### src/logic/plps_defines.svh
// constants for the link power-management and physical-layer settings block
`ifndef PLPS_DEFINES_SVH
`define PLPS_DEFINES_SVH
`define PLPS_CLK_MHZ 25
`define PLPS_CYC_PER_US `PLPS_CLK_MHZ
`define PLPS_IDLE_INFER_US 128
`define PLPS_IDLE_INFER_CYC (`PLPS_IDLE_INFER_US * `PLPS_CYC_PER_US)
`define PLPS_WIDTH_X1 4'h1
`define PLPS_WIDTH_X2 4'h2
`define PLPS_WIDTH_X4 4'h4
`define PLPS_WIDTH_X8 4'h8
`define PLPS_RATE_R1 3'h1
`define PLPS_RATE_R2 3'h2
`define PLPS_RATE_R3 3'h4
`define PLPS_EQ_DN_TX_LO 0
`define PLPS_EQ_DN_TX_HI 3
`define PLPS_EQ_DN_RX_LO 4
`define PLPS_EQ_DN_RX_HI 6
`define PLPS_EQ_UP_TX_LO 8
`define PLPS_EQ_UP_TX_HI 11
`define PLPS_EQ_UP_RX_LO 12
`define PLPS_EQ_UP_RX_HI 14
`define PLPS_EQ_MASK 16'h7f7f
`endif

### src/logic/plps_pkg.sv
// types for the link power-management and physical-layer settings block
package plps_pkg;
    typedef struct packed {
        logic [7:0] shared_clk;
        logic [7:0] sep_clk;
    } plps_fts_pair_s;
    typedef struct packed {
        logic [3:0] dn_tx_preset;
        logic [2:0] dn_rx_hint;
        logic [3:0] up_tx_preset;
        logic [2:0] up_rx_hint;
    } plps_eq_fields_s;
    typedef enum logic [2:0] {
        PLPS_ACK_IDLE = 3'b001,
        PLPS_ACK_WAIT = 3'b010,
        PLPS_ACK_SEND = 3'b100
    } plps_ack_state_e;
endpackage
### src/logic/plps_core.sv
// settings-driven power-management timing and physical-layer control
`timescale 1ns/10ps
`include "plps_defines.svh"
// Behaviour
// RQ1 - resend unanswered PME after set microseconds
// RQ2 - after turn-off, wait delay then acknowledge
// RQ3 - zero delay means no automatic acknowledge
// RQ4 - user logic then sends acknowledge itself
// RQ5 - role bit: up-facing when true
// RQ6 - decode width code one-hot 1/2/4/8 lanes
// RQ7 - decode speed code 2.5/5/8 GT/s
// RQ8 - balance-off stops rate-3 DC balance symbols
// RQ9 - infer idle after 128 us silence
// RQ10 - idle inference off suppresses inference
// RQ11 - advertise shared-clock FTS count if common
// RQ12 - otherwise advertise separate-clock FTS count
// RQ13 - choose FTS pair of current rate
// RQ14 - widen-again off hides upconfigure ability
// RQ15 - copy lane-0 presets into equalizer entry
// RQ16 - downstream presets at bits 3:0, 6:4
// RQ17 - upstream presets at bits 11:8, 14:12
module plps_core (
    input wire logic clk,
    input wire logic sys_rst,
    input wire logic [19:0] pme_resend_timeout_us,
    input wire logic [15:0] turnoff_reply_delay_us,
    input wire logic port_role_is_up,
    input wire logic [3:0] max_lane_count_code,
    input wire logic [2:0] max_rate_code,
    input wire logic rate3_balance_off,
    input wire logic idle_inference_off,
    input wire plps_pkg::plps_fts_pair_s fts_r1,
    input wire plps_pkg::plps_fts_pair_s fts_r2,
    input wire plps_pkg::plps_fts_pair_s fts_r3,
    input wire logic widen_again_off,
    input wire logic [15:0] lane_zero_equalizer_presets,
    input wire logic pme_sent,
    input wire logic pme_answered,
    input wire logic turnoff_rcvd,
    input wire logic link_in_l0,
    input wire logic fc_update_rcvd,
    input wire logic skp_rcvd,
    input wire logic [2:0] cur_rate_code,
    input wire logic common_clk_cfg,
    output logic pme_resend,
    output logic turnoff_ack_send,
    output logic turnoff_ack_by_user,
    output logic role_up,
    output logic role_down,
    output logic [3:0] lane_count,
    output logic width_reserved,
    output logic [2:0] rate_gen,
    output logic rate_reserved,
    output logic balance_symbols_en,
    output logic idle_inferred,
    output logic [7:0] ts1_fts_count,
    output logic upconfig_capable,
    output plps_pkg::plps_eq_fields_s eq_lane0_fields,
    output logic [15:0] eq_lane0_entry
);
    localparam int IDLE_CYC = `PLPS_IDLE_INFER_CYC;
    localparam int CPU = `PLPS_CYC_PER_US;

    logic us_tick;
    logic [4:0] us_div;
    logic [19:0] resend_us;
    logic resend_arm;
    logic [15:0] ack_us;
    plps_pkg::plps_ack_state_e ack_state;
    logic [12:0] idle_cyc;
    logic [2:0] next_rate_gen;
    logic [3:0] next_lane_count;
    plps_pkg::plps_fts_pair_s cur_pair;

    // lane count from one-hot width code; reserved codes give zero lanes
    function automatic logic [3:0] decode_width(input logic [3:0] code);
        case (code)
            `PLPS_WIDTH_X1: decode_width = 4'h1;
            `PLPS_WIDTH_X2: decode_width = 4'h2;
            `PLPS_WIDTH_X4: decode_width = 4'h4;
            `PLPS_WIDTH_X8: decode_width = 4'h8;
            default: decode_width = 4'h0;
        endcase
    endfunction

    // generation number from one-hot speed code; reserved gives zero
    function automatic logic [2:0] decode_rate(input logic [2:0] code);
        case (code)
            `PLPS_RATE_R1: decode_rate = 3'h1;
            `PLPS_RATE_R2: decode_rate = 3'h2;
            `PLPS_RATE_R3: decode_rate = 3'h3;
            default: decode_rate = 3'h0;
        endcase
    endfunction

    // microsecond enable pulse, shared by both pm timers
    always_ff @(posedge clk or posedge sys_rst)
    begin
        if (sys_rst)
        begin
            us_div <= 5'h00;
            us_tick <= 1'b0;
        end
        else if (us_div == 5'(CPU - 1))
        begin
            us_div <= 5'h00;
            us_tick <= 1'b1;
        end
        else
        begin
            us_div <= us_div + 5'h01;
            us_tick <= 1'b0;
        end
    end

    // pme resend timer; an answer disarms, a send (re)starts
    always_ff @(posedge clk or posedge sys_rst)
    begin
        if (sys_rst)
        begin
            resend_arm <= 1'b0;
            resend_us <= 20'h00000;
            pme_resend <= 1'b0;
        end
        else
        begin
            pme_resend <= 1'b0;
            if (pme_sent)
            begin
                resend_arm <= 1'b1;
                resend_us <= 20'h00000;
            end
            else if (pme_answered)
                resend_arm <= 1'b0;
            else if (resend_arm && us_tick)
            begin
                if (resend_us + 20'h00001 >= pme_resend_timeout_us)
                begin
                    pme_resend <= 1'b1; // RQ1
                    resend_us <= 20'h00000;
                end
                else
                    resend_us <= resend_us + 20'h00001;
            end
        end
    end

    // turn-off acknowledge sequencer
    always_ff @(posedge clk or posedge sys_rst)
    begin
        if (sys_rst)
        begin
            ack_state <= plps_pkg::PLPS_ACK_IDLE;
            ack_us <= 16'h0000;
            turnoff_ack_send <= 1'b0;
            turnoff_ack_by_user <= 1'b0;
        end
        else
        begin
            turnoff_ack_send <= 1'b0;
            turnoff_ack_by_user <= 1'b0;
            case (ack_state)
                plps_pkg::PLPS_ACK_IDLE:
                    if (turnoff_rcvd)
                    begin
                        if (turnoff_reply_delay_us == 16'h0000)
                            turnoff_ack_by_user <= 1'b1; // RQ3 RQ4
                        else
                        begin
                            ack_us <= 16'h0000;
                            ack_state <= plps_pkg::PLPS_ACK_WAIT;
                        end
                    end
                plps_pkg::PLPS_ACK_WAIT:
                    if (us_tick)
                    begin
                        if (ack_us + 16'h0001 >= turnoff_reply_delay_us)
                            ack_state <= plps_pkg::PLPS_ACK_SEND; // RQ2
                        else
                            ack_us <= ack_us + 16'h0001;
                    end
                plps_pkg::PLPS_ACK_SEND:
                begin
                    turnoff_ack_send <= 1'b1; // RQ2
                    ack_state <= plps_pkg::PLPS_ACK_IDLE;
                end
                default: ack_state <= plps_pkg::PLPS_ACK_IDLE;
            endcase
        end
    end

    // electrical idle inference; silence counter restarts on any fc or skp
    always_ff @(posedge clk or posedge sys_rst)
    begin
        if (sys_rst)
        begin
            idle_cyc <= 13'h0000;
            idle_inferred <= 1'b0;
        end
        else if (!link_in_l0 || idle_inference_off || fc_update_rcvd || skp_rcvd)
        begin
            idle_cyc <= 13'h0000; // RQ10
            idle_inferred <= 1'b0;
        end
        else if (idle_cyc >= 13'(IDLE_CYC - 1))
            idle_inferred <= 1'b1; // RQ9
        else
            idle_cyc <= idle_cyc + 13'h0001;
    end

    // pair of fts counts for the negotiated rate
    always_comb
    begin
        case (cur_rate_code)
            `PLPS_RATE_R2: cur_pair = fts_r2; // RQ13
            `PLPS_RATE_R3: cur_pair = fts_r3;
            default: cur_pair = fts_r1;
        endcase
    end

    // fts count carried in ts1; registered so it is glitch free
    always_ff @(posedge clk or posedge sys_rst)
    begin
        if (sys_rst)
            ts1_fts_count <= 8'h00;
        else if (common_clk_cfg)
            ts1_fts_count <= cur_pair.shared_clk; // RQ11
        else
            ts1_fts_count <= cur_pair.sep_clk; // RQ12
    end

    assign next_lane_count = decode_width(max_lane_count_code);
    assign next_rate_gen = decode_rate(max_rate_code);

    // port role; both senses registered so every layer sees one edge
    always_ff @(posedge clk or posedge sys_rst)
    begin
        if (sys_rst)
        begin
            role_up <= 1'b0;
            role_down <= 1'b0;
        end
        else
        begin
            role_up <= port_role_is_up; // RQ5
            role_down <= !port_role_is_up; // RQ5
        end
    end

    // lane count and reserved-code flag
    always_ff @(posedge clk or posedge sys_rst)
    begin
        if (sys_rst)
        begin
            lane_count <= 4'h0;
            width_reserved <= 1'b0;
        end
        else
        begin
            lane_count <= next_lane_count; // RQ6
            width_reserved <= (next_lane_count == 4'h0); // RQ6
        end
    end

    // rate generation and reserved-code flag
    always_ff @(posedge clk or posedge sys_rst)
    begin
        if (sys_rst)
        begin
            rate_gen <= 3'h0;
            rate_reserved <= 1'b0;
        end
        else
        begin
            rate_gen <= next_rate_gen; // RQ7
            rate_reserved <= (next_rate_gen == 3'h0); // RQ7
        end
    end

    // symbols only matter at rate 3, so gate on the live rate too
    always_ff @(posedge clk or posedge sys_rst)
    begin
        if (sys_rst)
            balance_symbols_en <= 1'b0;
        else
            balance_symbols_en <= !rate3_balance_off && (cur_rate_code == `PLPS_RATE_R3); // RQ8
    end

    // upconfigure ability, hidden while widening again is off
    always_ff @(posedge clk or posedge sys_rst)
    begin
        if (sys_rst)
            upconfig_capable <= 1'b0;
        else
            upconfig_capable <= !widen_again_off; // RQ14
    end

    // lane-0 equalizer entry; reserved bits 7 and 15 forced to zero
    always_ff @(posedge clk or posedge sys_rst)
    begin
        if (sys_rst)
        begin
            eq_lane0_entry <= 16'h0000;
            eq_lane0_fields <= '0;
        end
        else
        begin
            eq_lane0_entry <= lane_zero_equalizer_presets & `PLPS_EQ_MASK; // RQ15
            eq_lane0_fields.dn_tx_preset <=
                lane_zero_equalizer_presets[`PLPS_EQ_DN_TX_HI:`PLPS_EQ_DN_TX_LO]; // RQ16
            eq_lane0_fields.dn_rx_hint <=
                lane_zero_equalizer_presets[`PLPS_EQ_DN_RX_HI:`PLPS_EQ_DN_RX_LO]; // RQ16
            eq_lane0_fields.up_tx_preset <=
                lane_zero_equalizer_presets[`PLPS_EQ_UP_TX_HI:`PLPS_EQ_UP_TX_LO]; // RQ17
            eq_lane0_fields.up_rx_hint <=
                lane_zero_equalizer_presets[`PLPS_EQ_UP_RX_HI:`PLPS_EQ_UP_RX_LO]; // RQ17
        end
    end
endmodule // plps_core

### config.mk
export PLATFORM = sky130hd
export DESIGN_NAME = plps_core
export DESIGN_NICKNAME = d
export VERILOG_FILES = /design/src/logic/plps_pkg.sv /design/src/logic/plps_core.sv
export VERILOG_INCLUDE_DIRS = /design/src /design/src/logic
export SDC_FILE = /design/constraint.sdc
export NUM_CORES = 1
export LEC_CHECK = 0
export ABC_AREA = 0
export BUFFER_PORTS_ARGS = -buffer_cell sky130_fd_sc_hd__buf_2
export CAP_MARGIN = 20
export CORE_MARGIN = 4
export CORE_UTILIZATION = 30
export DETAILED_ROUTE_END_ITERATION = 8
export GPL_ROUTABILITY_DRIVEN = 0
export GPL_TIMING_DRIVEN = 0
export PLACE_DENSITY = 0.48
export REMOVE_ABC_BUFFERS = 1
export SYNTH_ARGS = -nofsm -noshare
export SYNTH_HDL_FRONTEND = slang
export SYNTH_SLANG_ARGS = --single-unit
### constraint.sdc
create_clock -name clk -period 4.1 [get_ports clk]
set_input_delay 0.82 -clock clk [delete_from_list [all_inputs] [get_ports clk]]
set_output_delay 0.82 -clock clk [all_outputs]
set_load 0.03 [all_outputs]
==> results.py <==
metrics = {
    "outcome": {
        "status": "completed",
    },
    "worst_setup_path": {
        "crit_fanout": 6,
        "worst_path_largest_cell_delay_ps": 500,
        "cp_data_required_time_ps": 4360,
        "criticalPathCategory": "reg2reg",
        "cp-start-kind": "flop",
        "crit_arrival_ps": 4100,
        "path_cells": "nand4_1 -> nor3_4 -> nand3_2 -> or2_4 -> or3_1 -> nand2_1 -> ha_1 -> a21oi_1 -> nand2_1 -> a221o_2 -> a211o_4 -> or4_1 -> o211ai_1",
        "crit_slowest_cell": "or4_1",
        "rr_worst_depth": 13,
        "end_kind": "flop",
        "path_common_cell": "nand2_1",
    },
    "timing": {
        "hold_violations": 0,
        "max_slew_margin_pct": 34.45,
        "finalSetupViolations": 0,
        "period_share_pct": 93.58,
        "slew_violations": 0,
        "whs_ps": 461.0,
        "worst_pin_slew_ps": 979.0,
        "skew_ps": 6.024,
        "setup_ws_ps": 263.1,
        "fin_setup_tns_ps": 0,
        "fmax_ghz": 0.2606,
        "fin_crit_ps": 3837,
    },
    "synth": {
        "synthXorXnorAreaFrac_pct": 5.995,
        "syn_avg_cell_area_um2": 9.418,
        "synthSimpleGateAreaFrac_pct": 18.45,
        "synth_compound_area_share_pct": 16.27,
        "synthFlopType": "dfrtp_1",
        "ys_warn_count": 0,
        "postSynthCellCount": 605,
        "synth-edff-count": 0,
        "syn_area_mm2": 0.005698,
        "async_reset_ff_share_pct": 100.0,
        "synth_top_family_by_area": "simple AND/OR/NAND/NOR gates",
        "synth_cell_type_count": 55,
        "synth_adder_area_share_pct": 9.003,
        "ys_ff_latch": 97,
        "synth.area.mux_share_pct": 0.3733,
        "ys_seq_area_share_pct": 42.62,
    },
    "layout": {
        "drive_gt1_share_pct": 28.91,
        "final_common_cell": "buf_2",
        "layout_common_cells": "buf_2, dfrtp_1, nand2_1",
        "diodes": 0,
        "final_cell_area_mm2": 0.007137,
        "area_growth_pct": 25.25,
        "fill_cells": 1882,
        "layout.cells.non_filler": 1002,
        "final_nets": 927,
    },
    "pwr": {
        "peakVddDrop_uv": 197.5,
        "leakagePower_nw": 3.589,
        "power_density_mw_per_mm2": 304.6,
    },
    "clock_network": {
        "clock_latency_ps": 350,
        "cts-root-buf": "clkbuf_16",
        "cts_tree": "yes",
        "clk_pin_slew_ps": 70,
        "cts-htree-levels": 3,
        "clock-sinks": 97,
        "cts_buffers": 9,
        "ctsLongestPathBuffers": 2,
    },
    "floorplanning": {
        "dieWidth_um": 145.8,
        "die-area_mm2": 0.02126,
        "start_util_pct": 30.46,
        "rows": 50,
        "dieHeight_um": 145.8,
        "core-area_mm2": 0.01871,
        "ios": 178,
    },
    "placed_design": {
        "port_buffers": 172,
        "dp_slack_ps": -205.2,
        "place.detailed.hpwl_um": 11110,
        "dp_cells": 979,
        "placed_area_mm2": 0.006713,
    },
    "route": {
        "drc_errors": 0,
        "drt_first_pass_iters": 4,
        "ant_nets": 0,
        "vias_per_cell": 4.954,
        "wirelength_um": 14450,
        "wl_per_cell_um": 14.42,
        "drt_iter0_drc": 279,
        "vias": 4964,
    },
    "min_path": {
        "min_path_type": "reg2reg",
        "hold_depth": 1,
    },
    "grt": {
        "grt_max_degree": 59,
        "grt_pass1_vias": 5053,
        "grt_usage_pct": 13.43,
        "grt_overflow_total": 0,
        "grt_pass1_wl_um": 24120,
        "antenna_found_initial": 0,
    },
    "run": {
        "drv_cap": 0,
    },
}
kinds of logic (layout without fill, tap and decap cells):
kind of cell	count (synthesis)	after routing
adders and majority gates	41	41
other	1	3
muxes	2	2
buffers and inverters	90	250
and+or+nand+nor	206	206
DFF	97	97
xor gates and xnor gates	39	39
AOI/OAI and AO/OA	129	130
synth_stat cells, types with 3 or more instances:
master | n | share of area (%)
ha_1 | 41 | 9.0
nand2_1 | 56 | 3.7
and2_1 | 3 | 0.33
a211oi_1 | 13 | 1.7
a21o_1 | 9 | 1.2
dfrtp_1 | 96 | 42
o21ai_0 | 18 | 1.6
a22o_1 | 19 | 2.9
nor4b_1 | 6 | 0.92
nand4_1 | 10 | 1.1
or2_2 | 3 | 0.33
a22oi_1 | 8 | 1.1
o211ai_1 | 4 | 0.53
a21oi_1 | 22 | 1.9
and4_1 | 4 | 0.61
nor4_1 | 8 | 0.88
nand2b_1 | 9 | 0.99
nor2_1 | 43 | 2.8
a221o_1 | 12 | 2.1
a211o_1 | 3 | 0.46
nor3_1 | 14 | 1.2
nand3_1 | 26 | 2.3
clkbuf_1 | 15 | 0.99
a31oi_1 | 11 | 1.2
inv_1 | 54 | 3.6
and3_1 | 6 | 0.66
nor3b_1 | 3 | 0.40
xor2_1 | 16 | 2.5
buf_4 | 17 | 2.2
xnor2_1 | 23 | 3.5
per-layer routing:
metal	GRT usage, %	wire [um]
met4	2.896	100
met1	16.08	6126
met3	3.986	860
met2	23.87	7364
met5	0	0
state kept, by name (all words and copies together), names as in the netlist, 2 cells and up:
signal and count:
resend_us 20, idle_cyc 13, ack_us 16, lane_count 4
ts1_fts_count 8, eq_lane0_entry 4, rate_gen 2, eq_lane0_fields 10
ack_state 3, us_div 5
worst max-delay path: cells and delay by family (launching register included):
family / cells / cell delay (ps)
flip-flops: 1 / 430
AND/OR/NAND/NOR: 8 / 1980
adder cells (fa/ha/maj): 1 / 250
AO/OA/AOI/OAI: 4 / 1080
area by class of cell:
type	instances	area (um^2)	share of cell area, %
Inverter	54	205.2	2.875
Tap cell	234	292.8	4.102
Sequential cell	97	2430	34.05
Clock inverter	6	73.82	1.034
Timing Repair Buffer	180	944.7	13.24
Clock buffer	10	229.0	3.208
Multi-Input combinational cell	421	2962	41.50
where the power goes:
group          leakage, nW  internal, W  switching [W]
combinational         2.17     0.000112       0.000190
clock                0.148     0.000482       0.000385
sequential            1.27     0.000991      0.0000135
total                 3.59      0.00159       0.000589
timing repair:
action | 4_1_cts | 5_1_grt
pin swaps | 0 | 3
gates resized for setup | 4 | 13
cloned | 0 | 1
hold buffers | 0 | 0
buffers inserted | 0 | 5
setup endpoints to repair | 30 | 30
stage by stage:
step	power [W]	utilization, %
4_1_cts	0.002216	37.59
6_report	0.002174	38.15
5_1_grt	0.002294	38.15
3_5_place_dp	0.001325	35.89
3_3_place_gp	0.001313	35.55
2_1_floorplan	0.001189	-
final timing paths:
check | start | to | slack [ps]
max in group asynchronous | sys_rst | ack_state[0] | 2870
min reg2reg | ack_state[1] | turnoff_ack_send | 460
max reg2reg | resend_us[5] | resend_us[18] | 260
min in group asynchronous | sys_rst | eq_lane0_entry[14] | 510
max | resend_us[5] | resend_us[18] | 260
min | ack_state[1] | turnoff_ack_send | 460
Note: power is estimated with default switching activity, not from simulation.
